$ cat config.mk
export PLATFORM = sky130hd
export DESIGN_NAME = atci_core
export DESIGN_NICKNAME = d
export VERILOG_FILES = /design/src/hdl/atci_msg_rom.v /design/src/hdl/atci_core.v
export VERILOG_INCLUDE_DIRS = /design/src /design/src/hdl
export SDC_FILE = /design/constraint.sdc
export NUM_CORES = 1
export LEC_CHECK = 0
export ABC_AREA = 0
export BUFFER_PORTS_ARGS = -buffer_cell sky130_fd_sc_hd__buf_2
export CAP_MARGIN = 25
export CORE_ASPECT_RATIO = 0.7
export CORE_MARGIN = 2
export CORE_UTILIZATION = 65
export CTS_CLUSTER_DIAMETER = 100
export DETAILED_ROUTE_END_ITERATION = 8
export HOLD_SLACK_MARGIN = 0.06
export PLACE_DENSITY_LB_ADDON = 0.25
export SLEW_MARGIN = 5
export SYNTH_ARGS = -nofsm -noshare
export SYNTH_HDL_FRONTEND = slang
export SYNTH_HIERARCHICAL = 1
export SYNTH_SLANG_ARGS = --single-unit
$ cat constraint.sdc
create_clock -name core_clk -period 15.68 [get_ports core_clk]
set_input_delay 2.352 -clock core_clk [delete_from_list [all_inputs] [get_ports core_clk]]
set_output_delay 2.352 -clock core_clk [all_outputs]
set_load 0.03 [all_outputs]
$ cat src/hdl/atci_defs.vh
`ifndef ATCI_DEFS_VH
`define ATCI_DEFS_VH

// ==========================================================
// Timing
`define ATCI_CLK_HZ       64'd200_000_000
`define ATCI_IDLE_MIN     64'd15
`define ATCI_SEC_PER_MIN  64'd60

// ==========================================================
// Character codes
`define ATCI_CH_CR        8'h0D
`define ATCI_CH_XON       8'h11
`define ATCI_CH_XOFF      8'h13
`define ATCI_CH_SPACE     8'h20
`define ATCI_CH_DOT       8'h2E
`define ATCI_CH_ZERO      8'h30
`define ATCI_CH_NINE      8'h39
`define ATCI_CH_LO_A      8'h61
`define ATCI_CH_LO_Z      8'h7A
`define ATCI_CH_TILDE     8'h7E
`define ATCI_CH_DEL       8'h7F
`define ATCI_CASE_GAP     8'h20

// ==========================================================
// Command words, upper case, right justified
`define ATCI_W_STATUS     56'h0053_5441_5455_53
`define ATCI_W_VALUES     56'h0056_414C_5545_53
`define ATCI_W_MODEL      56'h0000_4D4F_4445_4C
`define ATCI_W_EVENTS     56'h0045_5645_4E54_53
`define ATCI_W_SETGRP     56'h5348_4F57_5345_54
`define ATCI_W_STNLINE    56'h5354_4C49_4E49_44
`define ATCI_W_FAULT      56'h0000_4641_554C_54
`define ATCI_W_FLTSTAT    56'h4653_5441_5455_53
`define ATCI_W_LOGIN      56'h0000_4C4F_4749_4E
`define ATCI_W_LOGOUT     56'h004C_4F47_4F55_54
`define ATCI_W_HELP       56'h0000_0048_454C_50
`define ATCI_WORD_MAX     5'h07

// ==========================================================
// Command codes; all but LOGIN are dispatched
`define ATCI_C_STATUS     4'h0
`define ATCI_C_VALUES     4'h1
`define ATCI_C_MODEL      4'h2
`define ATCI_C_EVENTS     4'h3
`define ATCI_C_SETGRP     4'h4
`define ATCI_C_STNLINE    4'h5
`define ATCI_C_FAULT      4'h6
`define ATCI_C_FLTSTAT    4'h7
`define ATCI_C_LOGIN      4'h8
`define ATCI_C_LOGOUT     4'h9
`define ATCI_C_HELP       4'hA

// ==========================================================
// Messages
`define ATCI_M_TYPELOGIN  4'h0
`define ATCI_M_PWPROMPT   4'h1
`define ATCI_M_LOGGEDIN   4'h2
`define ATCI_M_BADPW      4'h3
`define ATCI_M_UNKNOWN    4'h4
`define ATCI_M_GRPPROMPT  4'h5
`define ATCI_M_FLTPROMPT  4'h6
`define ATCI_MSG_TOP      6'h37

// ==========================================================
// Parameter limits
`define ATCI_GRP_MIN      8'h01
`define ATCI_GRP_MAX      8'h04
`define ATCI_PAR_DIGITS   2'h3

`endif

$ cat src/hdl/atci_msg_rom.v
`timescale 1ns/1ps
`include "atci_defs.vh"

module atci_msg_rom (
   // Clock and reset
   input  wire       core_clk,
   input  wire       sys_rst,
   // Lookup
   input  wire [3:0] msg_sel,
   input  wire [5:0] char_idx,
   output reg  [7:0] rom_char_q
);

   // ==========================================================
   // Message text
   // Strings are left padded with zero bytes; the reader skips them.
   // Only printable text plus CR LF: a plain teletype suffices. [RULE5]
   reg [447:0] text;

   always @* begin
      case (msg_sel)
         `ATCI_M_TYPELOGIN : text = "\015\nType login.\015\n";
         `ATCI_M_PWPROMPT  : text = "\015\nEnter password.\015\n";
         `ATCI_M_LOGGEDIN  : text = "\015\nLogged in.\015\n";
         `ATCI_M_BADPW     : text = "\015\nBad Password.\015\n";
         `ATCI_M_UNKNOWN   :
            text = "\015\nUnknown command, type \"help\" for list of commands.\015\n";
         `ATCI_M_GRPPROMPT : text = "\015\nEnter setting group (1-4) - ";
         `ATCI_M_FLTPROMPT : text = "\015\nEnter fault number - ";
         default           : text = 448'h0;
      endcase
   end

   // ==========================================================
   // Registered read
   always @(posedge core_clk or posedge sys_rst) begin
      if (sys_rst) begin
         rom_char_q <= 8'h00;
      end else begin
         rom_char_q <= text[8*char_idx +: 8];
      end
   end

endmodule // atci_msg_rom

$ cat src/hdl/atci_core.v
`timescale 1ns/1ps
`include "atci_defs.vh"

// How it works
// RULE1 - Echo every printable character as received
// RULE2 - Delete removes last character of the line
// RULE3 - Letter case folded before matching
// RULE4 - Drop controls; XON/XOFF resume/pause transmit
// RULE5 - Only plain text and CR LF sent
// RULE6 - Logged out: only login sequence acted on
// RULE7 - Only the stored view password accepted
// RULE8 - CR prompts login; login word prompts password
// RULE9 - Password characters echoed as periods
// RULE10 - Report logged in or bad password
// RULE11 - Eleven commands recognised, ten dispatched; login is never dispatched, it prompts for the password instead
// RULE12 - Group and fault take inline parameter
// RULE13 - Missing parameter prompts; group range 1-4
// RULE14 - Unknown command answered with help hint
// RULE15 - Logout ends the session
// RULE16 - Auto logout after 15 idle minutes
// RULE17 - Terminal matches configured port settings
// RULE18 - Carriage return ends and executes line

module atci_core #(
   parameter        PW_MAX      = 8,
   parameter [63:0] IDLE_CYCLES = `ATCI_IDLE_MIN * `ATCI_SEC_PER_MIN * `ATCI_CLK_HZ
) (
   // Clock and reset
   input  wire                  core_clk,
   input  wire                  sys_rst,
   // Received characters
   input  wire                  rx_valid,
   input  wire [7:0]            rx_data,
   // Transmitted characters
   input  wire                  tx_ready,
   output reg                   tx_valid_q,
   output reg  [7:0]            tx_data_q,
   // Stored view password
   input  wire [8*PW_MAX-1:0]   view_pw,
   input  wire [4:0]            view_pw_len,
   // Command dispatch
   output reg                   cmd_valid_q,
   output reg  [3:0]            cmd_code_q,
   output reg  [7:0]            cmd_param_q,
   output reg                   logged_in_q
);

   localparam [1:0] MODE_OUT   = 2'd0;
   localparam [1:0] MODE_PW    = 2'd1;
   localparam [1:0] MODE_CMD   = 2'd2;
   localparam [1:0] MODE_PARAM = 2'd3;
   localparam [4:0] PW_LIM     = PW_MAX;

   reg  [1:0]          mode_q;
   reg  [55:0]         word_q;
   reg  [4:0]          wlen_q;
   reg                 sp_q;
   reg  [7:0]          par_q;
   reg  [1:0]          pcnt_q;
   reg                 pbad_q;
   reg  [8*PW_MAX-1:0] pwb_q;
   reg  [4:0]          plen_q;
   reg  [3:0]          pend_q;
   reg                 msg_go_q;
   reg  [3:0]          msg_sel_q;
   reg  [39:0]         idle_q;
   reg                 xoff_q;
   reg                 echo_pend_q;
   reg  [7:0]          echo_ch_q;
   reg                 msg_act_q;
   reg  [3:0]          rom_sel_q;
   reg  [5:0]          msg_idx_q;
   reg                 rom_ok_q;
   wire [7:0]          rom_char;

   // ==========================================================
   // Character classes
   wire        is_lower = (rx_data >= `ATCI_CH_LO_A) && (rx_data <= `ATCI_CH_LO_Z);
   wire [7:0]  ch_up    = is_lower ? (rx_data - `ATCI_CASE_GAP) : rx_data; // [RULE3]
   wire        is_print = (rx_data >= `ATCI_CH_SPACE) && (rx_data <= `ATCI_CH_TILDE);
   wire        is_cr    = (rx_data == `ATCI_CH_CR);
   wire        is_del   = (rx_data == `ATCI_CH_DEL);
   wire        is_digit = (rx_data >= `ATCI_CH_ZERO) && (rx_data <= `ATCI_CH_NINE);
   wire        is_space = (rx_data == `ATCI_CH_SPACE);
   // Input other than XON/XOFF arriving while an answer is still going out is dropped
   wire        busy     = msg_act_q | echo_pend_q | msg_go_q;
   wire        take     = rx_valid & ~busy;
   wire        echo_go  = take & is_print; // [RULE1]
   wire        tx_free  = ~tx_valid_q | tx_ready;
   wire [11:0] par_next = {4'h0, par_q} * 12'd10 + {8'h00, rx_data[3:0]};
   wire        logged   = (mode_q == MODE_CMD) || (mode_q == MODE_PARAM);

   // ==========================================================
   // Password check, case folded per byte
   wire [8*PW_MAX-1:0] pw_fold;
   genvar gi;
   generate
      for (gi = 0; gi < PW_MAX; gi = gi + 1) begin : g_fold
         wire [7:0] b = view_pw[8*gi +: 8];
         assign pw_fold[8*gi +: 8] =
            ((b >= `ATCI_CH_LO_A) && (b <= `ATCI_CH_LO_Z)) ? (b - `ATCI_CASE_GAP) : b;
      end
   endgenerate
   wire pw_match = (plen_q == view_pw_len) && (plen_q <= PW_LIM) &&
                   (pwb_q == pw_fold); // [RULE7]

   // ==========================================================
   // Command lookup
   reg       hit;
   reg [3:0] code;

   always @* begin
      hit  = 1'b1;
      code = `ATCI_C_STATUS;
      case (word_q) // [RULE11]
         `ATCI_W_STATUS  : code = `ATCI_C_STATUS;
         `ATCI_W_VALUES  : code = `ATCI_C_VALUES;
         `ATCI_W_MODEL   : code = `ATCI_C_MODEL;
         `ATCI_W_EVENTS  : code = `ATCI_C_EVENTS;
         `ATCI_W_SETGRP  : code = `ATCI_C_SETGRP;
         `ATCI_W_STNLINE : code = `ATCI_C_STNLINE;
         `ATCI_W_FAULT   : code = `ATCI_C_FAULT;
         `ATCI_W_FLTSTAT : code = `ATCI_C_FLTSTAT;
         `ATCI_W_LOGIN   : code = `ATCI_C_LOGIN;
         `ATCI_W_LOGOUT  : code = `ATCI_C_LOGOUT;
         `ATCI_W_HELP    : code = `ATCI_C_HELP;
         default         : hit = 1'b0;
      endcase
      if ((wlen_q == 5'd0) || (wlen_q > `ATCI_WORD_MAX)) begin
         hit = 1'b0;
      end
   end

   wire par_ok = (pcnt_q != 2'd0) && !pbad_q;
   wire grp_ok = par_ok && (par_q >= `ATCI_GRP_MIN) && (par_q <= `ATCI_GRP_MAX);

   // ==========================================================
   // Line editing, login and dispatch
   always @(posedge core_clk or posedge sys_rst) begin
      if (sys_rst) begin
         mode_q      <= MODE_OUT;
         word_q      <= 56'h0;
         wlen_q      <= 5'd0;
         sp_q        <= 1'b0;
         par_q       <= 8'h00;
         pcnt_q      <= 2'd0;
         pbad_q      <= 1'b0;
         pwb_q       <= {8*PW_MAX{1'b0}};
         plen_q      <= 5'd0;
         pend_q      <= `ATCI_C_STATUS;
         msg_go_q    <= 1'b0;
         msg_sel_q   <= `ATCI_M_TYPELOGIN;
         idle_q      <= 40'h0;
         cmd_valid_q <= 1'b0;
         cmd_code_q  <= `ATCI_C_STATUS;
         cmd_param_q <= 8'h00;
         logged_in_q <= 1'b0;
      end else begin
         msg_go_q    <= 1'b0;
         cmd_valid_q <= 1'b0;
         // Any received byte counts as activity
         if (rx_valid || !logged) begin
            idle_q <= 40'h0;
         end else if (idle_q == IDLE_CYCLES[39:0] - 40'd1) begin
            idle_q      <= 40'h0;
            mode_q      <= MODE_OUT; // [RULE16]
            logged_in_q <= 1'b0;
         end else begin
            idle_q <= idle_q + 40'd1;
         end

         if (take && is_cr) begin // [RULE18]
            word_q <= 56'h0;
            wlen_q <= 5'd0;
            sp_q   <= 1'b0;
            par_q  <= 8'h00;
            pcnt_q <= 2'd0;
            pbad_q <= 1'b0;
            pwb_q  <= {8*PW_MAX{1'b0}};
            plen_q <= 5'd0;
            case (mode_q)
               MODE_OUT : begin
                  msg_go_q <= 1'b1; // [RULE6]
                  if (hit && (code == `ATCI_C_LOGIN) && !sp_q) begin
                     mode_q    <= MODE_PW; // [RULE8]
                     msg_sel_q <= `ATCI_M_PWPROMPT;
                  end else begin
                     msg_sel_q <= `ATCI_M_TYPELOGIN; // [RULE8]
                  end
               end
               MODE_PW : begin
                  msg_go_q <= 1'b1;
                  if (pw_match) begin
                     mode_q      <= MODE_CMD; // [RULE10]
                     logged_in_q <= 1'b1;
                     msg_sel_q   <= `ATCI_M_LOGGEDIN;
                  end else begin
                     mode_q    <= MODE_OUT; // [RULE10]
                     msg_sel_q <= `ATCI_M_BADPW;
                  end
               end
               MODE_CMD : begin
                  if (!hit && (wlen_q != 5'd0)) begin
                     msg_go_q  <= 1'b1; // [RULE14]
                     msg_sel_q <= `ATCI_M_UNKNOWN;
                  end else if (hit && (code == `ATCI_C_LOGIN)) begin
                     mode_q      <= MODE_PW;
                     logged_in_q <= 1'b0;
                     msg_go_q    <= 1'b1;
                     msg_sel_q   <= `ATCI_M_PWPROMPT;
                  end else if (hit && (code == `ATCI_C_SETGRP) && !grp_ok) begin
                     pend_q    <= code; // [RULE13]
                     mode_q    <= MODE_PARAM;
                     sp_q      <= 1'b1;
                     msg_go_q  <= 1'b1;
                     msg_sel_q <= `ATCI_M_GRPPROMPT;
                  end else if (hit && (code == `ATCI_C_FAULT) && !par_ok) begin
                     pend_q    <= code; // [RULE13]
                     mode_q    <= MODE_PARAM;
                     sp_q      <= 1'b1;
                     msg_go_q  <= 1'b1;
                     msg_sel_q <= `ATCI_M_FLTPROMPT;
                  end else if (hit) begin
                     cmd_valid_q <= 1'b1; // [RULE11] [RULE12]
                     cmd_code_q  <= code;
                     cmd_param_q <= par_q;
                     if (code == `ATCI_C_LOGOUT) begin
                        mode_q      <= MODE_OUT; // [RULE15]
                        logged_in_q <= 1'b0;
                     end
                  end
               end
               MODE_PARAM : begin
                  if ((pend_q == `ATCI_C_SETGRP) ? grp_ok : par_ok) begin
                     cmd_valid_q <= 1'b1;
                     cmd_code_q  <= pend_q;
                     cmd_param_q <= par_q;
                     mode_q      <= MODE_CMD;
                  end else begin
                     sp_q      <= 1'b1; // [RULE13]
                     msg_go_q  <= 1'b1;
                     msg_sel_q <= (pend_q == `ATCI_C_SETGRP) ?
                                  `ATCI_M_GRPPROMPT : `ATCI_M_FLTPROMPT;
                  end
               end
               default : mode_q <= MODE_OUT;
            endcase
         end else if (take && is_del) begin
            if (mode_q == MODE_PW) begin
               if (plen_q != 5'd0) begin
                  plen_q <= plen_q - 5'd1; // [RULE2]
                  if (plen_q <= PW_LIM) begin
                     pwb_q <= pwb_q >> 8;
                  end
               end
            end else if (sp_q) begin
               if (pcnt_q != 2'd0) begin
                  par_q  <= par_q / 8'd10; // [RULE2]
                  pcnt_q <= pcnt_q - 2'd1;
               end else if (mode_q != MODE_PARAM) begin
                  sp_q <= 1'b0;
               end
            end else if (wlen_q != 5'd0) begin
               wlen_q <= wlen_q - 5'd1; // [RULE2]
               if (wlen_q <= `ATCI_WORD_MAX) begin
                  word_q <= word_q >> 8;
               end
            end
         end else if (take && is_print) begin
            if (mode_q == MODE_PW) begin
               if (plen_q != 5'h1F) begin
                  plen_q <= plen_q + 5'd1;
               end
               if (plen_q < PW_LIM) begin
                  pwb_q <= {pwb_q[8*PW_MAX-9:0], ch_up}; // [RULE3]
               end
            end else if (sp_q) begin
               if (is_digit && (pcnt_q != `ATCI_PAR_DIGITS)) begin
                  pcnt_q <= pcnt_q + 2'd1; // [RULE12]
                  if (par_next > 12'd255) begin
                     pbad_q <= 1'b1;
                  end else begin
                     par_q <= par_next[7:0];
                  end
               end else if (!(is_space && (pcnt_q == 2'd0))) begin
                  pbad_q <= 1'b1;
               end
            end else if (is_space) begin
               if (wlen_q != 5'd0) begin
                  sp_q <= 1'b1; // [RULE12]
               end
            end else begin
               if (wlen_q != 5'h1F) begin
                  wlen_q <= wlen_q + 5'd1;
               end
               if (wlen_q < `ATCI_WORD_MAX) begin
                  word_q <= {word_q[47:0], ch_up}; // [RULE3]
               end
            end
         end
      end
   end

   // ==========================================================
   // Transmit: echo, messages, flow control
   always @(posedge core_clk or posedge sys_rst) begin
      if (sys_rst) begin
         xoff_q      <= 1'b0;
         echo_pend_q <= 1'b0;
         echo_ch_q   <= 8'h00;
         tx_valid_q  <= 1'b0;
         tx_data_q   <= 8'h00;
         msg_act_q   <= 1'b0;
         rom_sel_q   <= `ATCI_M_TYPELOGIN;
         msg_idx_q   <= 6'd0;
         rom_ok_q    <= 1'b0;
      end else begin
         // Flow control acts even while busy; other controls fall through
         if (rx_valid && (rx_data == `ATCI_CH_XOFF)) begin
            xoff_q <= 1'b1; // [RULE4]
         end else if (rx_valid && (rx_data == `ATCI_CH_XON)) begin
            xoff_q <= 1'b0; // [RULE4]
         end
         if (tx_valid_q && tx_ready) begin
            tx_valid_q <= 1'b0;
         end
         if (echo_go) begin
            echo_pend_q <= 1'b1;
            echo_ch_q   <= (mode_q == MODE_PW) ? `ATCI_CH_DOT : rx_data; // [RULE9]
         end else if (echo_pend_q && tx_free && !xoff_q) begin
            tx_valid_q  <= 1'b1; // [RULE1]
            tx_data_q   <= echo_ch_q;
            echo_pend_q <= 1'b0;
         end
         // Registered ROM: one idle cycle after each index change
         if (msg_go_q) begin
            msg_act_q <= 1'b1;
            rom_sel_q <= msg_sel_q;
            msg_idx_q <= `ATCI_MSG_TOP;
            rom_ok_q  <= 1'b0;
         end else if (msg_act_q && !rom_ok_q) begin
            rom_ok_q <= 1'b1;
         end else if (msg_act_q) begin
            if ((rom_char == 8'h00) || (tx_free && !xoff_q && !echo_pend_q)) begin
               if (rom_char != 8'h00) begin
                  tx_valid_q <= 1'b1; // [RULE5]
                  tx_data_q  <= rom_char;
               end
               rom_ok_q <= 1'b0;
               if (msg_idx_q == 6'd0) begin
                  msg_act_q <= 1'b0;
               end else begin
                  msg_idx_q <= msg_idx_q - 6'd1;
               end
            end
         end
      end
   end

   atci_msg_rom u_rom (
      .core_clk   (core_clk),
      .sys_rst    (sys_rst),
      .msg_sel    (rom_sel_q),
      .char_idx   (msg_idx_q),
      .rom_char_q (rom_char)
   );

endmodule // atci_core

; ---- Word level (Yosys, flattened, before mapping)
; Index checks and enable logic that the tools add are counted.
[totals]
reg_bits = 246
in_bits = 81
output_inout_bits = 23
word_cells = 431
[classes]
n_addsub = 18
multipliers = 1
div_mod_pow = 1
n_lt_le_gt_ge = 30
eq_ne = 62
shifts = 1
n_mux = 191
bitwise_logic = 9
n_reduce_logical = 91
[op_table]
columns = operator, count
row1 = case mux 428 bit (7 select lines), 1
row2 = two-way mux 56 bit, 11
row3 = two-way mux 64 bit, 8
row4 = indexed part select 448 x 10 -> 8 bit, 1
row5 = two-way mux 8 bit, 33
row6 = "== test 56 x 47 -> 1 bit, second input constant", 4
row7 = "== test 56 x 39 -> 1 bit, second input constant", 3
row8 = "== test 56 x 55 -> 1 bit, second input constant", 3
row9 = two-way mux 5 bit, 17
row10 = "less-or-equal comparator 8 x 7 -> 1 bit, second input constant", 10
row11 = two-way mux 40 bit, 2
row12 = ">= comparator 8 x 7 -> 1 bit, second input constant", 9
row13 = "subtractor 8 x 6 -> 8 bit, second input constant", 9
row14 = two-way mux 1 bit, 70
row15 = == test 64 bit, 1
row16 = "== test 56 x 31 -> 1 bit, second input constant", 1
row17 = two-way mux 4 bit, 13
row18 = two-way mux 2 bit, 22
row19 = "adder 40 x 1 -> 40 bit, second input constant", 1
row20 = "== test 40 x 38 -> 1 bit, second input constant", 1
row21 = case mux 4 bit (10 select lines), 1
row22 = logical AND 1 bit, 36
row23 = two-way mux 6 bit, 5
row24 = "== test 4 x 3 -> 1 bit, second input constant", 6
row25 = 64 further kinds, 136

; ---- Depth between registers and ports, before layout
; Gate-level depths: netlist (run 1).
[logic_depth]
depth_word = 13
ltp_mapped = 15
depth_no_buf = 13

; ---- By module
; The synthesis (run 1) kept the hierarchy.
[modules_own_cells]
columns = module, n_inst, cells_per_inst, area_per_inst_um2, seq_area_each_um2
row1 = atci_core, 1, 1708, 14954.3, 5905.7
row2 = atci_msg_rom, 1, 355, 2194.6, 175.2

; ---- Worst setup path before layout (run 1)
; OpenSTA, ideal clock, no wires.
[synth_path]
path_kind = input-to-reg
startpoint = in rx_data[3]
endpoint = reg wlen_q[4]
arrival_time_ns = 5.186
setup_slack_ns = 10.373
stages = 15
path_buffers = 4
cell_sequence = clkbuf_1 > nand2_1 > nor2_1 > nand4_1 > clkbuf_1 > inv_1 > clkbuf_1 > clkbuf_1 > ha_1 > a21o_1 > a21oi_1 > nor2_1 > a21oi_1 > o21ai_0 > a22o_1
[synth_via]
elab_chain_len = 5
elab_cells_between_ends = 19
cone_classes = order compare: 2 / eq/ne: 8 / mux: 2 / reduce/logical: 7
[synth_lines]
columns = item, line
row1 = from (decl), atci_core.v:33  ; input wire [7:0] rx_data,
row2 = >= comparator 8 x 6 -> 1 bit (no line) or less-or-equal comparator 8 x 7 -> 1 bit (tied branches), n/a
row3 = logical AND 1 bit, atci_core.v:80  ; wire is_print = (rx_data >= `ATCI_CH_SPACE) && (rx_data <= `ATCI_CH_TILDE);
row4 = logical AND 1 bit, atci_core.v:269  ; end else if (take && is_print) begin
row5 = != test 3 bit (no line) or nonzero test 3 bit (tied branches), n/a
row6 = AND reduction 7 bit (no line), n/a
row7 = to (signal assigned), atci_core.v:264  ; wlen_q <= wlen_q - 5'd1;
row8 = to (signal assigned), atci_core.v:294  ; wlen_q <= wlen_q + 5'd1;
row9 = to (decl), atci_core.v:56  ; reg [4:0] wlen_q;
; Parallel ways exist; a longest one is shown, timed or not.
; A chain may end at the register's enable or synchronous reset.

; ---- Worst setup path after layout (run 1)
[layout_path]
startpoint = in rx_valid
endpoint = reg plen_q[4]
[layout_via]
elab_chain_len = 4
elab_cells_between_ends = 11
cone_classes = eq/ne: 1 / mux: 2 / bitwise: 1 / reduce/logical: 7
[layout_lines]
columns = item, line
row1 = from (decl), atci_core.v:32  ; input wire rx_valid,
row2 = AND 1 bit *, atci_core.v:87  ; wire take = rx_valid & ~busy;
row3 = logical AND 1 bit (on tied branches), "atci_core.v:172, atci_core.v:248, atci_core.v:269"
row4 = "!= test 3 x 2 -> 1 bit (no line), or another cell as far along", n/a
row5 = AND reduction 4 bit (no line) or two-way mux 5 bit (tied branches), n/a
row6 = to (signal assigned), atci_core.v:251  ; plen_q <= plen_q - 5'd1;
row7 = to (signal assigned), atci_core.v:272  ; plen_q <= plen_q + 5'd1;
row8 = to (decl), atci_core.v:62  ; reg [4:0] plen_q;
; Every way passes the cells marked *; elsewhere a longest branch is shown, timed or not.

==> metrics.md, run 1 <==
| Metric | Value |
|---|---|
| Outcome | `completed` |
| DR iter-0 viols | `2467` |
| Std cell rows | `49` |
| Insertion delay of the later-clocked pin in the worst-skew pair | `570 ps` |
| Detail Route met2 WL | `23490 um` |
| Drt pass-1 iters | `8` |
| Root buffer cell | `sky130_fd_sc_hd__clkbuf_16` |
| Number of enable flip-flop cells after synthesis | `0` |
| Die height | `139.9 um` |
| Via-per-instance ratio | `6.965` |
| DRT met1 WL | `22610 um` |
| Clock tree from TritonCTS | `yes` |
| Initial antenna violation count | `0` |
| Share of layout cells above drive strength 1 | `11.28%` |
| Reg area | `0.006081 mm2` |
| Worst Tran Pin Value | `1221 ps` |
| Weighted congestion at the end of routability-driven global placement | `0.9679` |
| Number of buffers on the longest clock path | `3` |
| Die Width | `198.1 um` |
| Clock slew at the register clock pins of the worst setup and hold paths | `70 ps` |
| Post-DP HPWL | `37460 um` |
| Max cap viols | `0` |
| Pin count of the biggest net entering global routing | `156` |
| Most frequent cells in the layout | `sky130_fd_sc_hd__dfrtp_1, sky130_fd_sc_hd__nor2_1, sky130_fd_sc_hd__nand2_1` |
| Post-synthesis cell area | `0.01715 mm2` |
| WS Path Type | `input pin to flop` |
| Non-filler cells in the finished layout | `2450` |
| Final #Nets | `2196` |
| Post-layout total power | `1.849 mW` |
| Number of warnings printed during yosys synthesis | `6` |
| # placed instances | `2400` |
| Total of fill cells in the finished design | `1975` |
| Dpl ws | `9731 ps` |
| Max layer used | `met4` |
| Total congestion overflow after global routing | `0` |
| Inserted Clock Buffers | `25` |
| Residual antenna-violating net count after detailed routing | `0` |
| Largest fanout on the critical path | `75` |
| Worst path arrival time | `5960 ps` |
| Final count of hold timing violations | `0` |
| Critical path data required time | `16090 ps` |
| Total number of vias | `17.06k` |
| Count of cell types in the netlist | `110` |
| Final WL | `54450 um` |
| Static power due to leakage | `7.919 nW` |
| Post-route clock skew | `30.04 ps` |
| Sinks on the clock net | `243` |
| Core region area | `0.02581 mm2` |
| Area occupied by multi-input gates | `0.01021 mm2` |
| Die Area | `0.02772 mm2` |
| Share of the clock period used by the worst path | `35.38%` |
| Max-slew violation count | `0` |
| Global-route wire length before repair | `86370 um` |
| Max_slew headroom | `17.49%` |
| Setup Fix Bufs, Post-CTS | `0` |
| Wire length per cell after detailed routing | `22.23 um` |
| Post-Synthesis Cells | `2063` |
| Final worst setup slack | `10130 ps` |
| Aggregate negative setup slack | `0 ps` |
| Asr flop ratio synth | `100.0%` |
| Setup violators final | `0` |
| Maximum level of the CTS H-tree | `1` |
| Leading cell type in the layout, fill and taps excluded | `sky130_fd_sc_hd__dfrtp_1` |
| Number of global-route vias before repair | `15.85k` |
| Top achievable clock speed | `180.3 MHz` |
| Global Route Usage Sum | `38.82%` |
| Synthesized area per cell | `8.313 um2` |
| Number of DRC violations after detailed routing | `0` |
| Port Buffer Count | `103` |
| Initial core utilization | `66.44%` |
| Number of ports placed on the die boundary | `104` |
| Yosys reg bits | `243` |
| Worst hold path type | `flop to flop` |
| Share of synthesized area occupied by flip-flops and latches | `35.46%` |
| Kind of end point of the critical path | `flop` |
| Quantity of gates resized following cts | `0` |
| Synth-to-layout area growth | `8.201%` |
| Prevailing post-synth register cell | `sky130_fd_sc_hd__dfrtp_1` |
| Setup crit start kind | `input pin` |
| Routed length on met3 | `6839 um` |
| Maximum vdd drop | `92.23 uV` |
| Hold-fix buffer count after cts | `0` |
| Final min period | `5547 ps` |
| Power Dens Cells | `99.63 mW/mm2` |
| Unrepaired setup endpoints after global routing | `no` |
==> metal layers <==
metal  up-vias  track usage, %
li1       7608               -
met1      8137           58.06
met2      1180           56.81
met3       139           8.235
met4         0           11.00
met5         -               0
==> Yosys cell counts, types with 15 or more instances <==
| library cell | count | share of area [%] |
|---|---|---|
| sky130_fd_sc_hd__nor2_1 | 242 | 5.3 |
| sky130_fd_sc_hd__nor4_1 | 33 | 1.2 |
| sky130_fd_sc_hd__buf_2 | 18 | 0.53 |
| sky130_fd_sc_hd__ha_1 | 38 | 2.8 |
| sky130_fd_sc_hd__a22oi_1 | 48 | 2.1 |
| sky130_fd_sc_hd__inv_1 | 56 | 1.2 |
| sky130_fd_sc_hd__o21ai_0 | 149 | 4.3 |
| sky130_fd_sc_hd__nor4b_1 | 15 | 0.77 |
| sky130_fd_sc_hd__nand2b_1 | 29 | 1.1 |
| sky130_fd_sc_hd__xor2_1 | 68 | 3.5 |
| sky130_fd_sc_hd__nor2b_1 | 27 | 0.98 |
| sky130_fd_sc_hd__nand2_1 | 225 | 4.9 |
| sky130_fd_sc_hd__a21o_1 | 17 | 0.74 |
| sky130_fd_sc_hd__mux2_2 | 16 | 1.1 |
| sky130_fd_sc_hd__nand4_1 | 53 | 1.9 |
| sky130_fd_sc_hd__and3_1 | 19 | 0.69 |
| sky130_fd_sc_hd__nand3_1 | 76 | 2.2 |
| sky130_fd_sc_hd__clkbuf_1 | 92 | 2.0 |
| sky130_fd_sc_hd__nor3_1 | 54 | 1.6 |
| sky130_fd_sc_hd__xnor2_1 | 45 | 2.3 |
| sky130_fd_sc_hd__a31oi_1 | 17 | 0.62 |
| sky130_fd_sc_hd__a221oi_1 | 56 | 2.9 |
| sky130_fd_sc_hd__dfrtp_1 | 243 | 35 |
| sky130_fd_sc_hd__a21oi_1 | 93 | 2.7 |
==> metrics by stage <==
stage          hold WS, ps  util, %  area, um2
2_1_floorplan        444.0        -      17150
5_1_grt              521.5    71.88      18550
3_5_place_dp         474.4    68.15      17590
4_1_cts              471.8    71.59      18480
3_3_place_gp         469.3    68.15      17590
6_report             483.2    71.89      18560
==> where the power goes <==
group          switching [mW]  total [mW]  internal, mW
logic                   0.248       0.408         0.160
clock network           0.269       0.653         0.383
registers               0.107       0.788         0.682
==> final cells by class <==
type                            count  area share [%]
Antenna cell                        1         0.01349
Clock buffer                       32           3.783
Clock inverter                     14          0.9980
Inverter                           60           1.261
Multi-Input combinational cell   1623           55.02
Sequential cell                   243           32.77
Tap cell                          357           2.407
Timing Repair Buffer              120           3.749
==> cells by family (layout without fill, tap and decap cells) <==
kind of cell	count (synthesis)	count (layout)	share of synthesized area, %
and+or+nand+nor	894	894	26.60
AOI/OAI and AO/OA	533	533	21.05
DFF	243	243	35.46
buffers and inverters	198	226	5.239
xor gates and xnor gates	113	113	5.771
adders and majority gates	43	43	3.298
muxes	37	37	2.539
other	2	4	0.04379
==> sequential cells by signal, indices dropped and copies added (netlist names), 2 cells and up <==
register / count
pwb_q: 64
word_q: 56
idle_q: 40
cmd_param_q: 8
echo_ch_q: 8
par_q: 8
tx_data_q: 8
u_rom/rom_char_q: 7
msg_idx_q: 6
plen_q: 5
wlen_q: 5
cmd_code_q: 4
pend_q: 4
msg_sel_q: 3
rom_sel_q: 3
mode_q: 2
pcnt_q: 2
==> path summary, 6_finish.rpt <==
kind	startpoint	depth (start not counted)	endpoint	slack (ps)
max	rx_valid	13	plen_q[4]	10130
min	u_rom/rom_char_q[5]	2	tx_data_q[5]	480
max reg2reg	msg_go_q	12	plen_q[4]	11280
min reg2reg	u_rom/rom_char_q[5]	2	tx_data_q[5]	480
max in group asynchronous	sys_rst	4	rom_ok_q	12820
min in group asynchronous	sys_rst	2	u_rom/rom_char_q[1]	1820
==> worst max-delay path: stages <==
cell	delay [ps]
sky130_fd_sc_hd__buf_2	120
sky130_fd_sc_hd__nor4b_2	450
sky130_fd_sc_hd__nand4_1	170
sky130_fd_sc_hd__buf_4	250
sky130_fd_sc_hd__clkinv_2	470
sky130_fd_sc_hd__buf_4	760
sky130_fd_sc_hd__ha_1	410
sky130_fd_sc_hd__a21o_1	190
sky130_fd_sc_hd__a21oi_1	170
sky130_fd_sc_hd__xnor2_1	170
sky130_fd_sc_hd__a21oi_1	100
sky130_fd_sc_hd__o21ai_0	160
sky130_fd_sc_hd__o21ai_0	100
(Power assumes the default switching activity.)
==> run 2: changes to the inputs <==
--- a/config.mk
+++ b/config.mk
@@ -11,7 +11,7 @@
 export CAP_MARGIN = 25
 export CORE_ASPECT_RATIO = 0.7
 export CORE_MARGIN = 2
-export CORE_UTILIZATION = 65
+export CORE_UTILIZATION = 56
 export CTS_CLUSTER_DIAMETER = 100
 export DETAILED_ROUTE_END_ITERATION = 8
 export HOLD_SLACK_MARGIN = 0.06
==> constraint.sdc (replaced) <==
create_clock -name core_clk -period 4.9 [get_ports core_clk]
set_input_delay 0.735 -clock core_clk [delete_from_list [all_inputs] [get_ports core_clk]]
set_output_delay 0.735 -clock core_clk [all_outputs]
set_load 0.03 [all_outputs]
==> metrics.md, run 2 (same netlist as run 1, synthesis figures left out) <==
| Metric | Value |
|---|---|
| Outcome | `completed` |
| Top achievable clock speed | `245.8 MHz` |
| Die height | `150.4 um (+7.5%)` |
| Post-route clock skew | `37.39 ps (+7.355 ps)` |
| Inserted Clock Buffers | `26 (+4.0%)` |
| Residual antenna-violating net count after detailed routing | `0 (unchanged)` |
| Static power due to leakage | `7.951 nW (+0.40%)` |
| Aggregate negative setup slack | `0 ps (unchanged)` |
| Wire length per cell after detailed routing | `21.08 um (-5.2%)` |
| Critical path data required time | `5350 ps (-10740 ps)` |
| DR iter-0 viols | `2160 (-12%)` |
| Number of buffers on the longest clock path | `3 (unchanged)` |
| Reg2reg setup slack | `830 ps (-10450 ps)` |
| Flip-flop count of the largest register after layout | `64 (unchanged)` |
| Worst path arrival time | `4510 ps (-1450 ps)` |
| Drt pass-1 iters | `8 (unchanged)` |
| Source of the worst register-to-register timing path | `word_q[21]` |
| Kind of end point of the critical path | `flop` |
| Leading cell type in the layout, fill and taps excluded | `sky130_fd_sc_hd__dfrtp_1` |
| Max_slew headroom | `34.61% (+17 points)` |
| Initial antenna violation count | `0 (unchanged)` |
| Total congestion overflow after global routing | `0 (unchanged)` |
| Pin count of the biggest net entering global routing | `115 (-26%)` |
| R2r endpoint | `cmd_code_q[2]` |
| Number of diodes | `0 (-1)` |
| Global Route Usage Sum | `33.01% (-5.8 points)` |
| Unrepaired setup endpoints after global routing | `no` |
| Worst hold path type | `input pin to asynchronous set/reset pin` |
| Reg with most FFs | `pwb_q` |
| Final min period | `4068 ps` |
| Final WL | `52950 um (-2.8%)` |
| Clock tree from TritonCTS | `yes` |
| Number of global-route vias before repair | `15.05k (-5.1%)` |
| Insertion delay of the later-clocked pin in the worst-skew pair | `570 ps (about the same)` |
| Top Registers | `pwb_q: 64 flops, word_q: 56 flops, idle_q: 40 flops` |
| Synth-to-layout area growth | `8.865%` |
| Max cap viols | `0 (unchanged)` |
| Setup Fix Bufs, Post-CTS | `0 (unchanged)` |
| Sinks on the clock net | `243 (unchanged)` |
| WS Path Type | `flop to flop` |
| Total number of vias | `16.71k (-2.1%)` |
| Reg2Reg Depth | `9 (-3)` |
| Root buffer cell | `sky130_fd_sc_hd__clkbuf_16` |
| Share of layout cells above drive strength 1 | `11.62% (+0.34 points)` |
| Final #Nets | `2207 (+0.50%)` |
| Initial core utilization | `56.96% (-9.5 points)` |
| Maximum vdd drop | `216.9 uV (+140%)` |
| Via-per-instance ratio | `6.652 (-4.5%)` |
| Die Area | `0.03206 mm2 (+16%)` |
| Number of DRC violations after detailed routing | `0 (unchanged)` |
| Most frequent cells in the layout | `sky130_fd_sc_hd__dfrtp_1, sky130_fd_sc_hd__nor2_1, sky130_fd_sc_hd__nand2_1` |
| Fin Hold WS | `171.1 ps (-312.1 ps)` |
| Quantity of gates resized following cts | `0 (unchanged)` |
| Power Dens Cells | `310.3 mW/mm2 (+210%)` |
| Final count of hold timing violations | `0 (unchanged)` |
| Core region area | `0.03011 mm2 (+17%)` |
| Clock slew at the register clock pins of the worst setup and hold paths | `70 ps (about the same)` |
| Port Buffer Count | `103 (unchanged)` |
| Die Width | `213.2 um (+7.6%)` |
| Maximum level of the CTS H-tree | `1 (unchanged)` |
| Hold-fix buffer count after cts | `0 (unchanged)` |
| Max-slew violation count | `0 (unchanged)` |
| Share of the clock period used by the worst path | `83.02%` |
| Std cell rows | `53 (+8.2%)` |
| Number of ports placed on the die boundary | `104 (unchanged)` |
| Weighted congestion at the end of routability-driven global placement | `1.059 (+9.4%)` |
| Worst Tran Pin Value | `973.4 ps (-247.5 ps)` |
| Largest fanout on the critical path | `12 (-84%)` |
| Setup violators final | `0 (unchanged)` |
| Setup crit start kind | `flop` |
| Global-route wire length before repair | `84380 um (-2.3%)` |
| Post-DP HPWL | `37710 um (+0.67%)` |
-- run 2: per-layer routing --
layer  routed length, um  GRT usage [%]  share of wire, %
met1               23710          51.11                45
met2               21900          46.79                41
met3                6036          6.779                11
met5                   0              0                 0
met4                1307          7.882               2.5
-- run 2: where the power goes --
part / leakage, nW / switching [mW] / internal, mW / total [mW]
registers: 3.26 / 0.327 / 2.18 / 2.51
clock network: 0.415 / 0.865 / 1.14 / 2.01
logic: 4.27 / 0.765 / 0.515 / 1.28
-- run 2: critical path, stage by stage, from the launching register on --
cell and delay [ps]:
sky130_fd_sc_hd__dfrtp_1 420, sky130_fd_sc_hd__nor4b_1 800, sky130_fd_sc_hd__and4bb_2 420, sky130_fd_sc_hd__nand3_1 110, sky130_fd_sc_hd__o32ai_1 470, sky130_fd_sc_hd__a211oi_1 160
sky130_fd_sc_hd__o31ai_2 360, sky130_fd_sc_hd__a2111oi_4 130, sky130_fd_sc_hd__o21ai_2 660, sky130_fd_sc_hd__mux2_2 410
-- run 2: how the worst max path moves through the flow --
stage               start             to  cells after the start
2_1_floorplan     sys_rst  cmd_code_q[0]                      1
3_3_place_gp     rx_valid      pwb_q[21]                      9
3_5_place_dp     rx_valid      pwb_q[34]                      9
4_1_cts        word_q[21]  cmd_code_q[2]                      9
5_1_grt          msg_go_q     word_q[42]                      9
6_report       word_q[21]  cmd_code_q[2]                      9
-- run 2: final cells by class --
type                            count  area [um2]
Clock buffer                       32       713.2
Clock inverter                     12       137.6
Fill cell                        2675       11440
Inverter                           60       230.2
Multi-Input combinational cell   1623       10210
Sequential cell                   243        6081
Tap cell                          412       515.5
Timing Repair Buffer              130       783.3
-- run 2: per-stage QoR --
step	utilization [%]	instances	cell area (um2)	power (mW)	setup slack, ps
after CTS	61.83	2510	18610	5.770	869.8
final	62.01	2512	18670	5.793	832.0
after floorplan	-	2064	17160	3.376	1073
after global routing	62.01	2512	18670	6.054	573.0
after detailed placement	59.00	2466	17760	3.768	869.3
after global placement	59.00	2466	17760	3.736	999.8
